## config.mk

```make
export PLATFORM = sky130hd
export DESIGN_NAME = spi_i2s_data_path
export DESIGN_NICKNAME = d
export VERILOG_FILES = /design/src/inc/audio_pkg.sv /design/src/hw/spi_i2s_data_path.sv
export SDC_FILE = /design/constraint.sdc
export NUM_CORES = 1
export LEC_CHECK = 0
export ABC_AREA = 1
export BUFFER_PORTS_ARGS = -buffer_cell sky130_fd_sc_hd__buf_2
export CORE_ASPECT_RATIO = 1.25
export CORE_MARGIN = 4
export CORE_UTILIZATION = 35
export DETAILED_ROUTE_END_ITERATION = 8
export PLACE_DENSITY = 0.58
export SLEW_MARGIN = 10
export SYNTH_ARGS = -nofsm -noshare
export SYNTH_HDL_FRONTEND = slang
export SYNTH_SLANG_ARGS = --single-unit
```

## constraint.sdc

```tcl
create_clock -name clk_sys -period 7.6 [get_ports clk_sys]
set_clock_uncertainty 0.1 [all_clocks]
set_input_delay 0.76 -clock clk_sys [delete_from_list [all_inputs] [get_ports clk_sys]]
set_output_delay 0.76 -clock clk_sys [all_outputs]
set_load 0.05 [all_outputs]
```

## src/inc/audio_pkg.sv

```systemverilog
// Function
// tx port write pushes into 4-deep queue
// serial mode: width code 8 sends low byte
// serial mode: width code 0 sends 32 bits
// audio width code 2: 24-bit samples, low bits
// audio codes 0,1,3: whole word packed samples
// clock starts 1+6 cycles after tx write
// rx port pops oldest of 4-deep queue
// audio control inert in serial mode
// bits 29:28 pick audio framing style
// bit 25 gates left zero-cross interrupt
// bit 24 gates right zero-cross interrupt
// mono receive: bit 23 picks channel side
// bit 17 enables left zero-cross flag
// zero-cross only from transmitted samples
// bit 16 enables right zero-cross flag
// bit 6 selects stereo or mono
// master drives clock/select pins, follower samples
// reserved control bits read zero
package audio_pkg;
   localparam logic [7:0]  OFS_SCTL   = 8'h00;
   localparam logic [7:0]  OFS_TX     = 8'h20;
   localparam logic [7:0]  OFS_RX     = 8'h30;
   localparam logic [7:0]  OFS_ACTL   = 8'h60;
   localparam logic [7:0]  OFS_ASTAT  = 8'h64;
   localparam logic [7:0]  OFS_EVT    = 8'h68;
   localparam logic [7:0]  OFS_EMASK  = 8'h6C;
   localparam logic [31:0] ACTL_WMASK = 32'h3383_0170;
   localparam logic [31:0] SCTL_WMASK = 32'h0001_1F00;
   localparam logic [31:0] REG_RESET  = 32'h0000_0000;
   localparam int          SCTL_FBC   = 8;
   localparam int          SCTL_AUDIO = 16;
   localparam int          ST_BUSY    = 0;
   localparam int          ST_RXE     = 8;
   localparam int          ST_RXF     = 9;
   localparam int          ST_TXE     = 16;
   localparam int          ST_TXF     = 17;
   localparam int          EV_W       = 4;
   localparam int          EV_LZC     = 0;
   localparam int          EV_RZC     = 1;
   localparam int          EV_OVR     = 2;
   localparam int          EV_UNIT    = 3;
   localparam int          FIFO_DEPTH = 4;
   localparam logic [2:0]  START_DLY  = 3'h6;
   localparam logic [2:0]  HALF_DIV   = 3'h4;

   typedef enum logic [2:0] {
      ST_IDLE = 3'b001,
      ST_WAIT = 3'b010,
      ST_RUN  = 3'b100
   } eng_state_t;

   typedef struct packed {
      logic bclk;
      logic ws;
      logic sdi;
   } link_in_t;

   typedef struct packed {
      logic bclk;
      logic bclk_oe_n;
      logic ws;
      logic ws_oe_n;
      logic sdo;
   } link_out_t;

   typedef struct packed {
      logic [1:0] fmt;
      logic       lzc_ie;
      logic       rzc_ie;
      logic       mono_receive_side_select;
      logic       lzc_en;
      logic       rzc_en;
      logic       slave;
      logic       mono;
      logic [1:0] ssz;
   } audio_cfg_t;
endpackage

```

## src/hw/spi_i2s_data_path.sv

```systemverilog
// The implementer's own choice: the Wishbone interface to the registers.
`timescale 1ns/1ps
module sample_queue import audio_pkg::*; (
   input  wire logic        clk_sys,
   input  wire logic        rst_n,
   input  wire logic        push,
   input  wire logic [31:0] wdata,
   input  wire logic        pop,
   output logic      [31:0] rdata,
   output logic      [2:0]  cnt,
   output logic             empty,
   output logic             full
);
   logic [31:0] mem [FIFO_DEPTH];
   logic [1:0]  wp_r;
   logic [1:0]  rp_r;
   logic [2:0]  cnt_r;
   wire         do_push = push & ~full;
   wire         do_pop  = pop & ~empty;

   assign rdata = mem[rp_r];
   assign cnt   = cnt_r;
   assign empty = cnt_r == 3'h0;
   assign full  = cnt_r == 3'(FIFO_DEPTH);

   always_ff @(posedge clk_sys) begin
      if (do_push) begin
         mem[wp_r] <= wdata;
      end
   end

   always_ff @(posedge clk_sys or negedge rst_n) begin
      if (!rst_n) begin
         wp_r  <= 2'h0;
         rp_r  <= 2'h0;
         cnt_r <= 3'h0;
      end else begin
         wp_r  <= wp_r + {1'b0, do_push};
         rp_r  <= rp_r + {1'b0, do_pop};
         cnt_r <= cnt_r + {2'h0, do_push} - {2'h0, do_pop};
      end
   end
endmodule // sample_queue

module spi_i2s_data_path import audio_pkg::*; (
   input  wire logic        clk_sys,
   input  wire logic        reset_n,
   input  wire logic        cyc,
   input  wire logic        stb,
   input  wire logic        we,
   input  wire logic [7:0]  adr,
   input  wire logic [3:0]  sel,
   input  wire logic [31:0] dat_w,
   output logic      [31:0] dat_r,
   output logic             ack,
   output logic             irq,
   input  wire link_in_t    link_in,
   output link_out_t        link_out
);
   logic            rst_s1_r, rst_n_r, ack_r, irq_r;
   logic [31:0]     dat_r_r, sctl_r, ctl_r, rd_mux, stat, tx_rdata, rx_rdata;
   logic [EV_W-1:0] ev_r, emask_r;
   link_in_t        lk_s1_r, lk_s2_r;
   eng_state_t      st_r, st_nxt;
   logic [2:0]      dly_r, dly_nxt, div_r, tx_cnt;
   logic [31:0]     tx_sh_r, tx_nxt, rx_sh_r, rx_nxt;
   logic [4:0]      sbit_r, sb_nxt;
   logic [5:0]      wbit_r, wb_nxt, w, u;
   logic            bclk_d_r, bclk_r, ws_r, ch_r, ch_nxt, zc_chk_r, zc_nxt;
   logic [1:0]      sign_r;
   logic            push_rx, unit, ws_fmt, tx_empty, tx_full, rx_empty, rx_full;

   always_ff @(posedge clk_sys or negedge reset_n) begin
      if (!reset_n) begin
         rst_s1_r <= 1'b0;
         rst_n_r  <= 1'b0;
      end else begin
         rst_s1_r <= 1'b1;
         rst_n_r  <= rst_s1_r;
      end
   end

   // request is answered one cycle later; writes and pops act at the ack edge
   wire        req    = cyc & stb & ~ack_r;
   wire        acc    = cyc & stb & ack_r;
   wire        wr     = acc & we;
   wire        rd     = acc & ~we;
   wire [31:0] bmask  = {{8{sel[3]}}, {8{sel[2]}}, {8{sel[1]}}, {8{sel[0]}}};
   wire [31:0] wdat   = dat_w & bmask;
   wire        h_sctl = adr == OFS_SCTL;
   wire        h_tx   = adr == OFS_TX;
   wire        h_rx   = adr == OFS_RX;
   wire        h_actl = adr == OFS_ACTL;
   wire        h_stat = adr == OFS_ASTAT;
   wire        h_evt  = adr == OFS_EVT;
   wire        h_mask = adr == OFS_EMASK;

   // everything audio-specific is forced to zero while in serial mode
   wire        i2s = sctl_r[SCTL_AUDIO];
   wire [4:0]  fbc = sctl_r[SCTL_FBC +: 5];
   wire audio_cfg_t cfg = i2s ? {ctl_r[29:28], ctl_r[25:23], ctl_r[17:16], ctl_r[8],
                                 ctl_r[6], ctl_r[5:4]} : '0;

   wire         run  = st_r == ST_RUN;
   wire         tx_push = wr & h_tx & ~tx_full;
   wire         rx_pop  = rd & h_rx & ~rx_empty;

   always_comb begin
      if (!i2s) begin
         w = (fbc == 5'h00) ? 6'h20 : {1'b0, fbc};
         u = w;
      end else begin
         case (cfg.ssz)
            2'h0: w = 6'h08;
            2'h1: w = 6'h10;
            2'h2: w = 6'h18;
            default: w = 6'h20;
         endcase
         u = (cfg.ssz == 2'h2) ? 6'h18 : 6'h20;
      end
   end

   // follower role takes its clock edges from the synchronised pin
   wire slave_m    = cfg.slave;
   wire tgl        = run & ~slave_m & (div_r == HALF_DIV - 3'h1);
   wire rise       = run & (slave_m ? (lk_s2_r.bclk & ~bclk_d_r) : (tgl & ~bclk_r));
   wire fall       = run & (slave_m ? (~lk_s2_r.bclk & bclk_d_r) : (tgl & bclk_r));
   wire samp_end   = {1'b0, sbit_r} == w - 6'h01;
   wire word_end   = wbit_r == u - 6'h01;
   wire first_load = (st_r == ST_WAIT) & (dly_r == START_DLY - 3'h1);
   wire load       = first_load | (fall & word_end & ~tx_empty);
   wire rx_ok      = ~cfg.mono | (ch_r != cfg.mono_receive_side_select);
   wire [31:0] rmask = ~(32'hFFFF_FFFF << w);
   wire [31:0] zmask = ~(32'hFFFF_FFFF >> w);
   wire        zero  = (tx_sh_r & zmask) == 32'h0;
   wire        sgn   = tx_sh_r[31];
   wire lzc = zc_chk_r & ~ch_r & cfg.lzc_en & ((sgn != sign_r[0]) | zero);
   wire rzc = zc_chk_r & ch_r & cfg.rzc_en & ((sgn != sign_r[1]) | zero);
   wire [EV_W-1:0] ev_set = {unit, push_rx & rx_full, rzc, lzc};
   wire [EV_W-1:0] ev_clr = (rd & h_evt) ? dat_r_r[EV_W-1:0] : '0;
   wire [EV_W-1:0] ie     = {2'b11, cfg.rzc_ie, cfg.lzc_ie};

   sample_queue u_txq (
      .clk_sys (clk_sys),
      .rst_n   (rst_n_r),
      .push    (tx_push),
      .wdata   (wdat),
      .pop     (load),
      .rdata   (tx_rdata),
      .cnt     (tx_cnt),
      .empty   (tx_empty),
      .full    (tx_full)
   );

   sample_queue u_rxq (
      .clk_sys (clk_sys),
      .rst_n   (rst_n_r),
      .push    (push_rx),
      .wdata   (rx_sh_r & rmask),
      .pop     (rx_pop),
      .rdata   (rx_rdata),
      .cnt     (),
      .empty   (rx_empty),
      .full    (rx_full)
   );

   always_comb begin
      st_nxt  = st_r;
      dly_nxt = dly_r;
      tx_nxt  = tx_sh_r;
      rx_nxt  = rx_sh_r;
      sb_nxt  = sbit_r;
      wb_nxt  = wbit_r;
      ch_nxt  = ch_r;
      zc_nxt  = 1'b0;
      push_rx = 1'b0;
      unit    = 1'b0;
      case (st_r)
         ST_IDLE: begin
            dly_nxt = 3'h0;
            if (!tx_empty) begin
               st_nxt = ST_WAIT;
            end
         end
         ST_WAIT: begin
            dly_nxt = dly_r + 3'h1;
            if (first_load) begin
               st_nxt = ST_RUN;
               ch_nxt = 1'b0;
            end
         end
         ST_RUN: begin
            if (rise) begin
               rx_nxt = {rx_sh_r[30:0], lk_s2_r.sdi};
            end
            if (fall) begin
               tx_nxt = tx_sh_r << 1;
               sb_nxt = sbit_r + 5'h01;
               wb_nxt = wbit_r + 6'h01;
               if (samp_end) begin
                  sb_nxt  = 5'h00;
                  ch_nxt  = slave_m ? lk_s2_r.ws : ~ch_r;
                  push_rx = ~i2s | rx_ok;
                  zc_nxt  = i2s & ~word_end; // a following word is checked at its load
               end
               if (word_end) begin
                  wb_nxt = 6'h00;
                  unit   = 1'b1;
                  if (tx_empty) begin
                     st_nxt = ST_IDLE;
                  end
               end
            end
         end
         default: st_nxt = ST_IDLE;
      endcase
      if (load) begin
         tx_nxt = tx_rdata << (6'h20 - u);
         sb_nxt = 5'h00;
         wb_nxt = 6'h00;
         zc_nxt = i2s;
      end
   end

   // framing: code 0 marks the channel of the bit that follows, code 1 is high on left, codes 2 and 3 pulse once per frame
   always_comb begin
      case (cfg.fmt)
         2'b00:   ws_fmt = ch_r ^ samp_end;
         2'b01:   ws_fmt = ~ch_r;
         2'b10:   ws_fmt = ch_r & samp_end;
         default: ws_fmt = ~ch_r & (sbit_r == 5'h00);
      endcase
   end

   always_ff @(posedge clk_sys or negedge rst_n_r) begin
      if (!rst_n_r) begin
         st_r     <= ST_IDLE;
         dly_r    <= 3'h0;
         tx_sh_r  <= REG_RESET;
         rx_sh_r  <= REG_RESET;
         sbit_r   <= 5'h00;
         wbit_r   <= 6'h00;
         ch_r     <= 1'b0;
         zc_chk_r <= 1'b0;
      end else begin
         st_r     <= st_nxt;
         dly_r    <= dly_nxt;
         tx_sh_r  <= tx_nxt;
         rx_sh_r  <= rx_nxt;
         sbit_r   <= sb_nxt;
         wbit_r   <= wb_nxt;
         ch_r     <= ch_nxt;
         zc_chk_r <= zc_nxt;
      end
   end

   always_ff @(posedge clk_sys or negedge rst_n_r) begin
      if (!rst_n_r) begin
         lk_s1_r  <= '0;
         lk_s2_r  <= '0;
         bclk_d_r <= 1'b0;
         div_r    <= 3'h0;
         bclk_r   <= 1'b0;
         ws_r     <= 1'b1;
         sign_r   <= 2'b00;
      end else begin
         lk_s1_r  <= link_in;
         lk_s2_r  <= lk_s1_r;
         bclk_d_r <= lk_s2_r.bclk;
         div_r    <= (!run || tgl) ? 3'h0 : div_r + 3'h1;
         bclk_r   <= (run && !slave_m) ? (bclk_r ^ tgl) : 1'b0;
         ws_r     <= i2s ? ws_fmt : ~run; // serial mode: active-low select
         if (zc_chk_r) begin
            sign_r[ch_r] <= sgn;
         end
      end
   end

   assign link_out.bclk      = bclk_r;
   assign link_out.bclk_oe_n = slave_m;
   assign link_out.ws        = ws_r;
   assign link_out.ws_oe_n   = slave_m;
   assign link_out.sdo       = tx_sh_r[31];

   always_comb begin
      stat         = '0;
      stat[ST_BUSY] = st_r != ST_IDLE;
      stat[ST_RXE] = rx_empty;
      stat[ST_RXF] = rx_full;
      stat[ST_TXE] = tx_empty;
      stat[ST_TXF] = tx_full;
      if (h_sctl) begin
         rd_mux = sctl_r;
      end else if (h_rx) begin
         rd_mux = rx_empty ? 32'h0 : rx_rdata;
      end else if (h_actl) begin
         rd_mux = ctl_r;
      end else if (h_stat) begin
         rd_mux = stat;
      end else if (h_evt) begin
         rd_mux = {28'h0, ev_r};
      end else if (h_mask) begin
         rd_mux = {28'h0, emask_r};
      end else begin
         rd_mux = 32'h0;
      end
   end

   always_ff @(posedge clk_sys or negedge rst_n_r) begin
      if (!rst_n_r) begin
         ack_r   <= 1'b0;
         dat_r_r <= REG_RESET;
         sctl_r  <= REG_RESET;
         ctl_r   <= REG_RESET;
         emask_r <= '0;
         ev_r    <= '0;
         irq_r   <= 1'b0;
      end else begin
         ack_r   <= req;
         dat_r_r <= req ? rd_mux : dat_r_r;
         if (wr && h_sctl) begin
            sctl_r <= (sctl_r & ~bmask) | (wdat & SCTL_WMASK);
         end
         if (wr && h_actl) begin
            ctl_r <= (ctl_r & ~bmask) | (wdat & ACTL_WMASK);
         end
         if (wr && h_mask) begin
            emask_r <= wdat[EV_W-1:0];
         end
         // only bits shown by the read are cleared, so a new event survives
         ev_r  <= (ev_r & ~ev_clr) | ev_set;
         irq_r <= |(ev_r & emask_r & ie);
      end
   end

   assign dat_r = dat_r_r;
   assign ack   = ack_r;
   assign irq   = irq_r;
endmodule // spi_i2s_data_path

```

==> results.json <==
{
  "status": "complete, no violations",
  "cts_tree": "built",
  "use_met2_pct": 32.7,
  "fin_crit_ns": 5.62,
  "synth_cell_types": 52,
  "slew_viol_final": 0,
  "syn-cell-area_sq_mm": 0.0224,
  "synthToLayoutAreaGrowth_pct": 13.0,
  "netlist_top_cells_area": "edfxtp_1 (34%), dfrtp_1 (24%), nand2_1 (11%)",
  "final_nets": 2595,
  "power.leakage_nw": 11.2,
  "finalSetupTns_ns": 0,
  "yosysTopAreaCell": "edfxtp_1",
  "use_met3_pct": 2.74,
  "die_w_um": 234,
  "clk_pin_slew_worst_paths_ns": 0.06,
  "grt_busiest_layer": "met2",
  "io_buffers": 90,
  "worst_setup_path_end_kind": "flip-flop",
  "antenna_left": 0,
  "clock_path_buffers": 3,
  "start_util_pct": 35.4,
  "post-route-drc-count": 0,
  "hpwl_mm": 45.4,
  "synth_edf_count": 256,
  "yosysSeqAreaShare_pct": 58.7,
  "grtUsageMet1_pct": 22.7,
  "critPathLaunchType": "flip-flop",
  "finalSetupViolations": 0,
  "period_share_pct": 74.0,
  "ctsResizeCount": 0,
  "grt_usage_pct": 18.6,
  "drive_gt1_share_pct": 10.6,
  "numCtsBuffers": 51,
  "die_area_sq_mm": 0.0682,
  "num_rows": 103,
  "synth_top_cell_area_share_pct": 34.3,
  "antenna_found_initial": 2,
  "tightest_slew_ns": 1.12,
  "die_h_um": 291,
  "rsz0062_at_grt": "false",
  "wirelength_mm": 64.2,
  "syn_nets": 2546,
  "async_flop_share_pct": 46.1,
  "postSynthCellCount": 2467,
  "worstPathRequired_ns": 7.97,
  "irDropWorstVdd_mv": 0.140,
  "max_slew_margin_pct": 25.0,
  "hold_ws_ns": 0.183,
  "yosysMostFrequentCell": "nand2_1",
  "worstHoldPathType": "input port to flip-flop",
  "synth-seq-cells": 475,
  "crit_top_cell": "ha_1",
  "synth-main-ff-cell": "edfxtp_1",
  "initialDrtViolationCount": 1435,
  "totalPowerFinal_mw": 5.94,
  "hold_viol_final": 0,
  "cp_cell_sequence": "inv_4 > nand2_2 > ha_1 > buf_4 > inv_2 > nand2_1 > nand3_1 > a21oi_1 > nand3_1 > nor2_2 > nand4_4 > nand2_2 > buf_4 > inv_2 > nor2_1 > ha_1 > inv_1 > ha_1 > inv_1 > fa_1 > xnor2_1",
  "p_per_area_mw_per_mm2": 234,
  "max_stage_delay_ns": 0.55,
  "critPathKind": "flip-flop to flip-flop",
  "core_sq_mm": 0.0633,
  "vias_per_cell": 5.08,
  "arrival_ns": 5.99,
  "grt_max_degree": 73,
  "path_delay_family": "buffers and inverters",
  "critPathMaxFanout": 48,
  "place_congestion": 0.900,
  "vias": 17300,
  "n_antenna_cell": 0,
  "grt_pass1_wl_mm": 98.5,
  "drt-wirelength-per-cell_um": 18.9,
  "max_freq_ghz": 0.178,
  "clock_latency_ns": 0.59,
  "ios": 91,
  "detail_route.first_pass.iterations": 6,
  "synth.avg_cell_area_sq_um": 9.09,
  "grt_pass1_vias": 16900,
  "synth.top_cells.by_count": "nand2_1 (643), nand3_1 (330), edfxtp_1 (256)",
  "cts_htree_levels": 2,
  "cap_violations": 0,
  "cts_root_buffer": "clkbuf_16",
  "clock_sinks": 475,
  "yosys_warnings": 0,
  "fillerInstances": 6280,
  "critPathSlowestCell": "dfrtp_1",
  "crit_buf_inv": 7,
  "grt-ovfl-total": 0
}
[worst register-to-register path, delay by kind of cell, from the launching register on]
| family | cells | cell delay [ns] |
|---|---|---|
| buffers and inverters | 7 | 1.68 |
| xor gates and xnor gates | 1 | 0.14 |
| and+or+nand+nor | 8 | 1.61 |
| adders and majority gates | 4 | 1.30 |
| DFF | 1 | 0.55 |
| AOI/OAI and AO/OA | 1 | 0.13 |
[logic make-up after synthesis]
group | after synthesis | share of synthesized area, %
buf+inv | 380 | 6.71
compound gates | 336 | 8.59
flops | 475 | 58.7
mux | 2 | 0.100
simple gates | 1224 | 23.4
xor+xnor | 22 | 0.893
other cells | 1 | 0.0167
fa+ha+maj | 27 | 1.57
[power by group]
part / switching [mW] / total (mW) / internal, mW
Clock: 1.03 / 2.50 / 1.47
Sequential: 0.117 / 2.95 / 2.83
Combinational: 0.323 / 0.485 / 0.162
Total: 1.47 / 5.94 / 4.46
[path summary, 6_finish.rpt]
kind / from / endpoint / slack, ns / depth (start not counted)
min: link_in[2] / lk_s1_r[2] / 0.18 / 1
max reg2reg: flip-flop / u_txq.cnt[2] / 1.98 / 21
min reg2reg: rst_n_r / lk_s1_r[2] / 0.20 / 0
max in group asynchronous: rst_n_r / sctl_r[25] / 5.31 / 2
min in group asynchronous: rst_n_r / lk_s1_r[2] / 0.20 / 0
max: flip-flop / u_txq.cnt[2] / 1.98 / 21
[metal layers]
layer,vias up,routed length (um)
met2,442,32700
met5,-,23
met4,4,3050
li1,8314,-
met1,8375,25700
met3,135,2740
[timing repair]
item,CTS,global route
hold endpoints to repair,2,0
hold buffers,1,0
setup buffers,0,0
[state kept, by name, indices dropped and copies added, names as in the netlist, 4 cells and up, named ones only]
| signal | cells |
|---|---|
| ctl_r | 21 |
| dat_r | 32 |
| emask_r | 4 |
| tx_sh_r | 32 |
| sbit_r | 5 |
| u_txq.mem | 128 |
| rx_sh_r | 32 |
| ev_r | 4 |
| sctl_r | 26 |
| wbit_r | 6 |
| u_rxq.mem | 128 |
[through the flow]
step | utilization (%) | instances | area (sq um) | setup WS [ns]
6_report | 40.1 | 3399 | 25300 | 1.98
3_5_place_dp | 37.3 | 3302 | 23600 | 2.02
5_1_grt | 40.1 | 3399 | 25300 | 1.52
2_1_floorplan | - | 2467 | 22400 | 0.949
3_3_place_gp | 37.3 | 3302 | 23600 | 2.15
4_1_cts | 40.1 | 3399 | 25300 | 1.98
[layout make-up]
class / count / area, sq um / area share (%)
clock buffers: 74 / 1490 / 5.86
clock inverters: 22 / 218 / 0.859
inverters: 258 / 971 / 3.83
multi-input cells: 1612 / 7780 / 30.7
flip-flops and latches: 475 / 13200 / 52.0
well taps: 840 / 1050 / 4.15
repair buffers: 118 / 663 / 2.62
[layout by cell type, fill, tap and decap left out, types with 11 or more instances in the layout]
| master | Yosys | layout |
|---|---|---|
| nand2_1 | 643 | 643 |
| nand3_1 | 330 | 330 |
| edfxtp_1 | 256 | 256 |
| inv_1 | 241 | 241 |
| dfrtp_1 | 217 | 214 |
| nor2_1 | 185 | 181 |
| o21ai_0 | 176 | 176 |
| buf_2 | 15 | 90 |
| a21oi_1 | 68 | 68 |
| clkbuf_16 | 0 | 53 |
| o22ai_1 | 38 | 38 |
| buf_4 | 7 | 27 |
| ha_1 | 25 | 25 |
| xor2_1 | 14 | 14 |
| inv_2 | 13 | 13 |
| clkbuf_1 | 80 | 13 |
| a32o_1 | 12 | 12 |
| nand3_2 | 11 | 11 |
| nor3_1 | 15 | 11 |
Power figures use the tool's default switching activity.
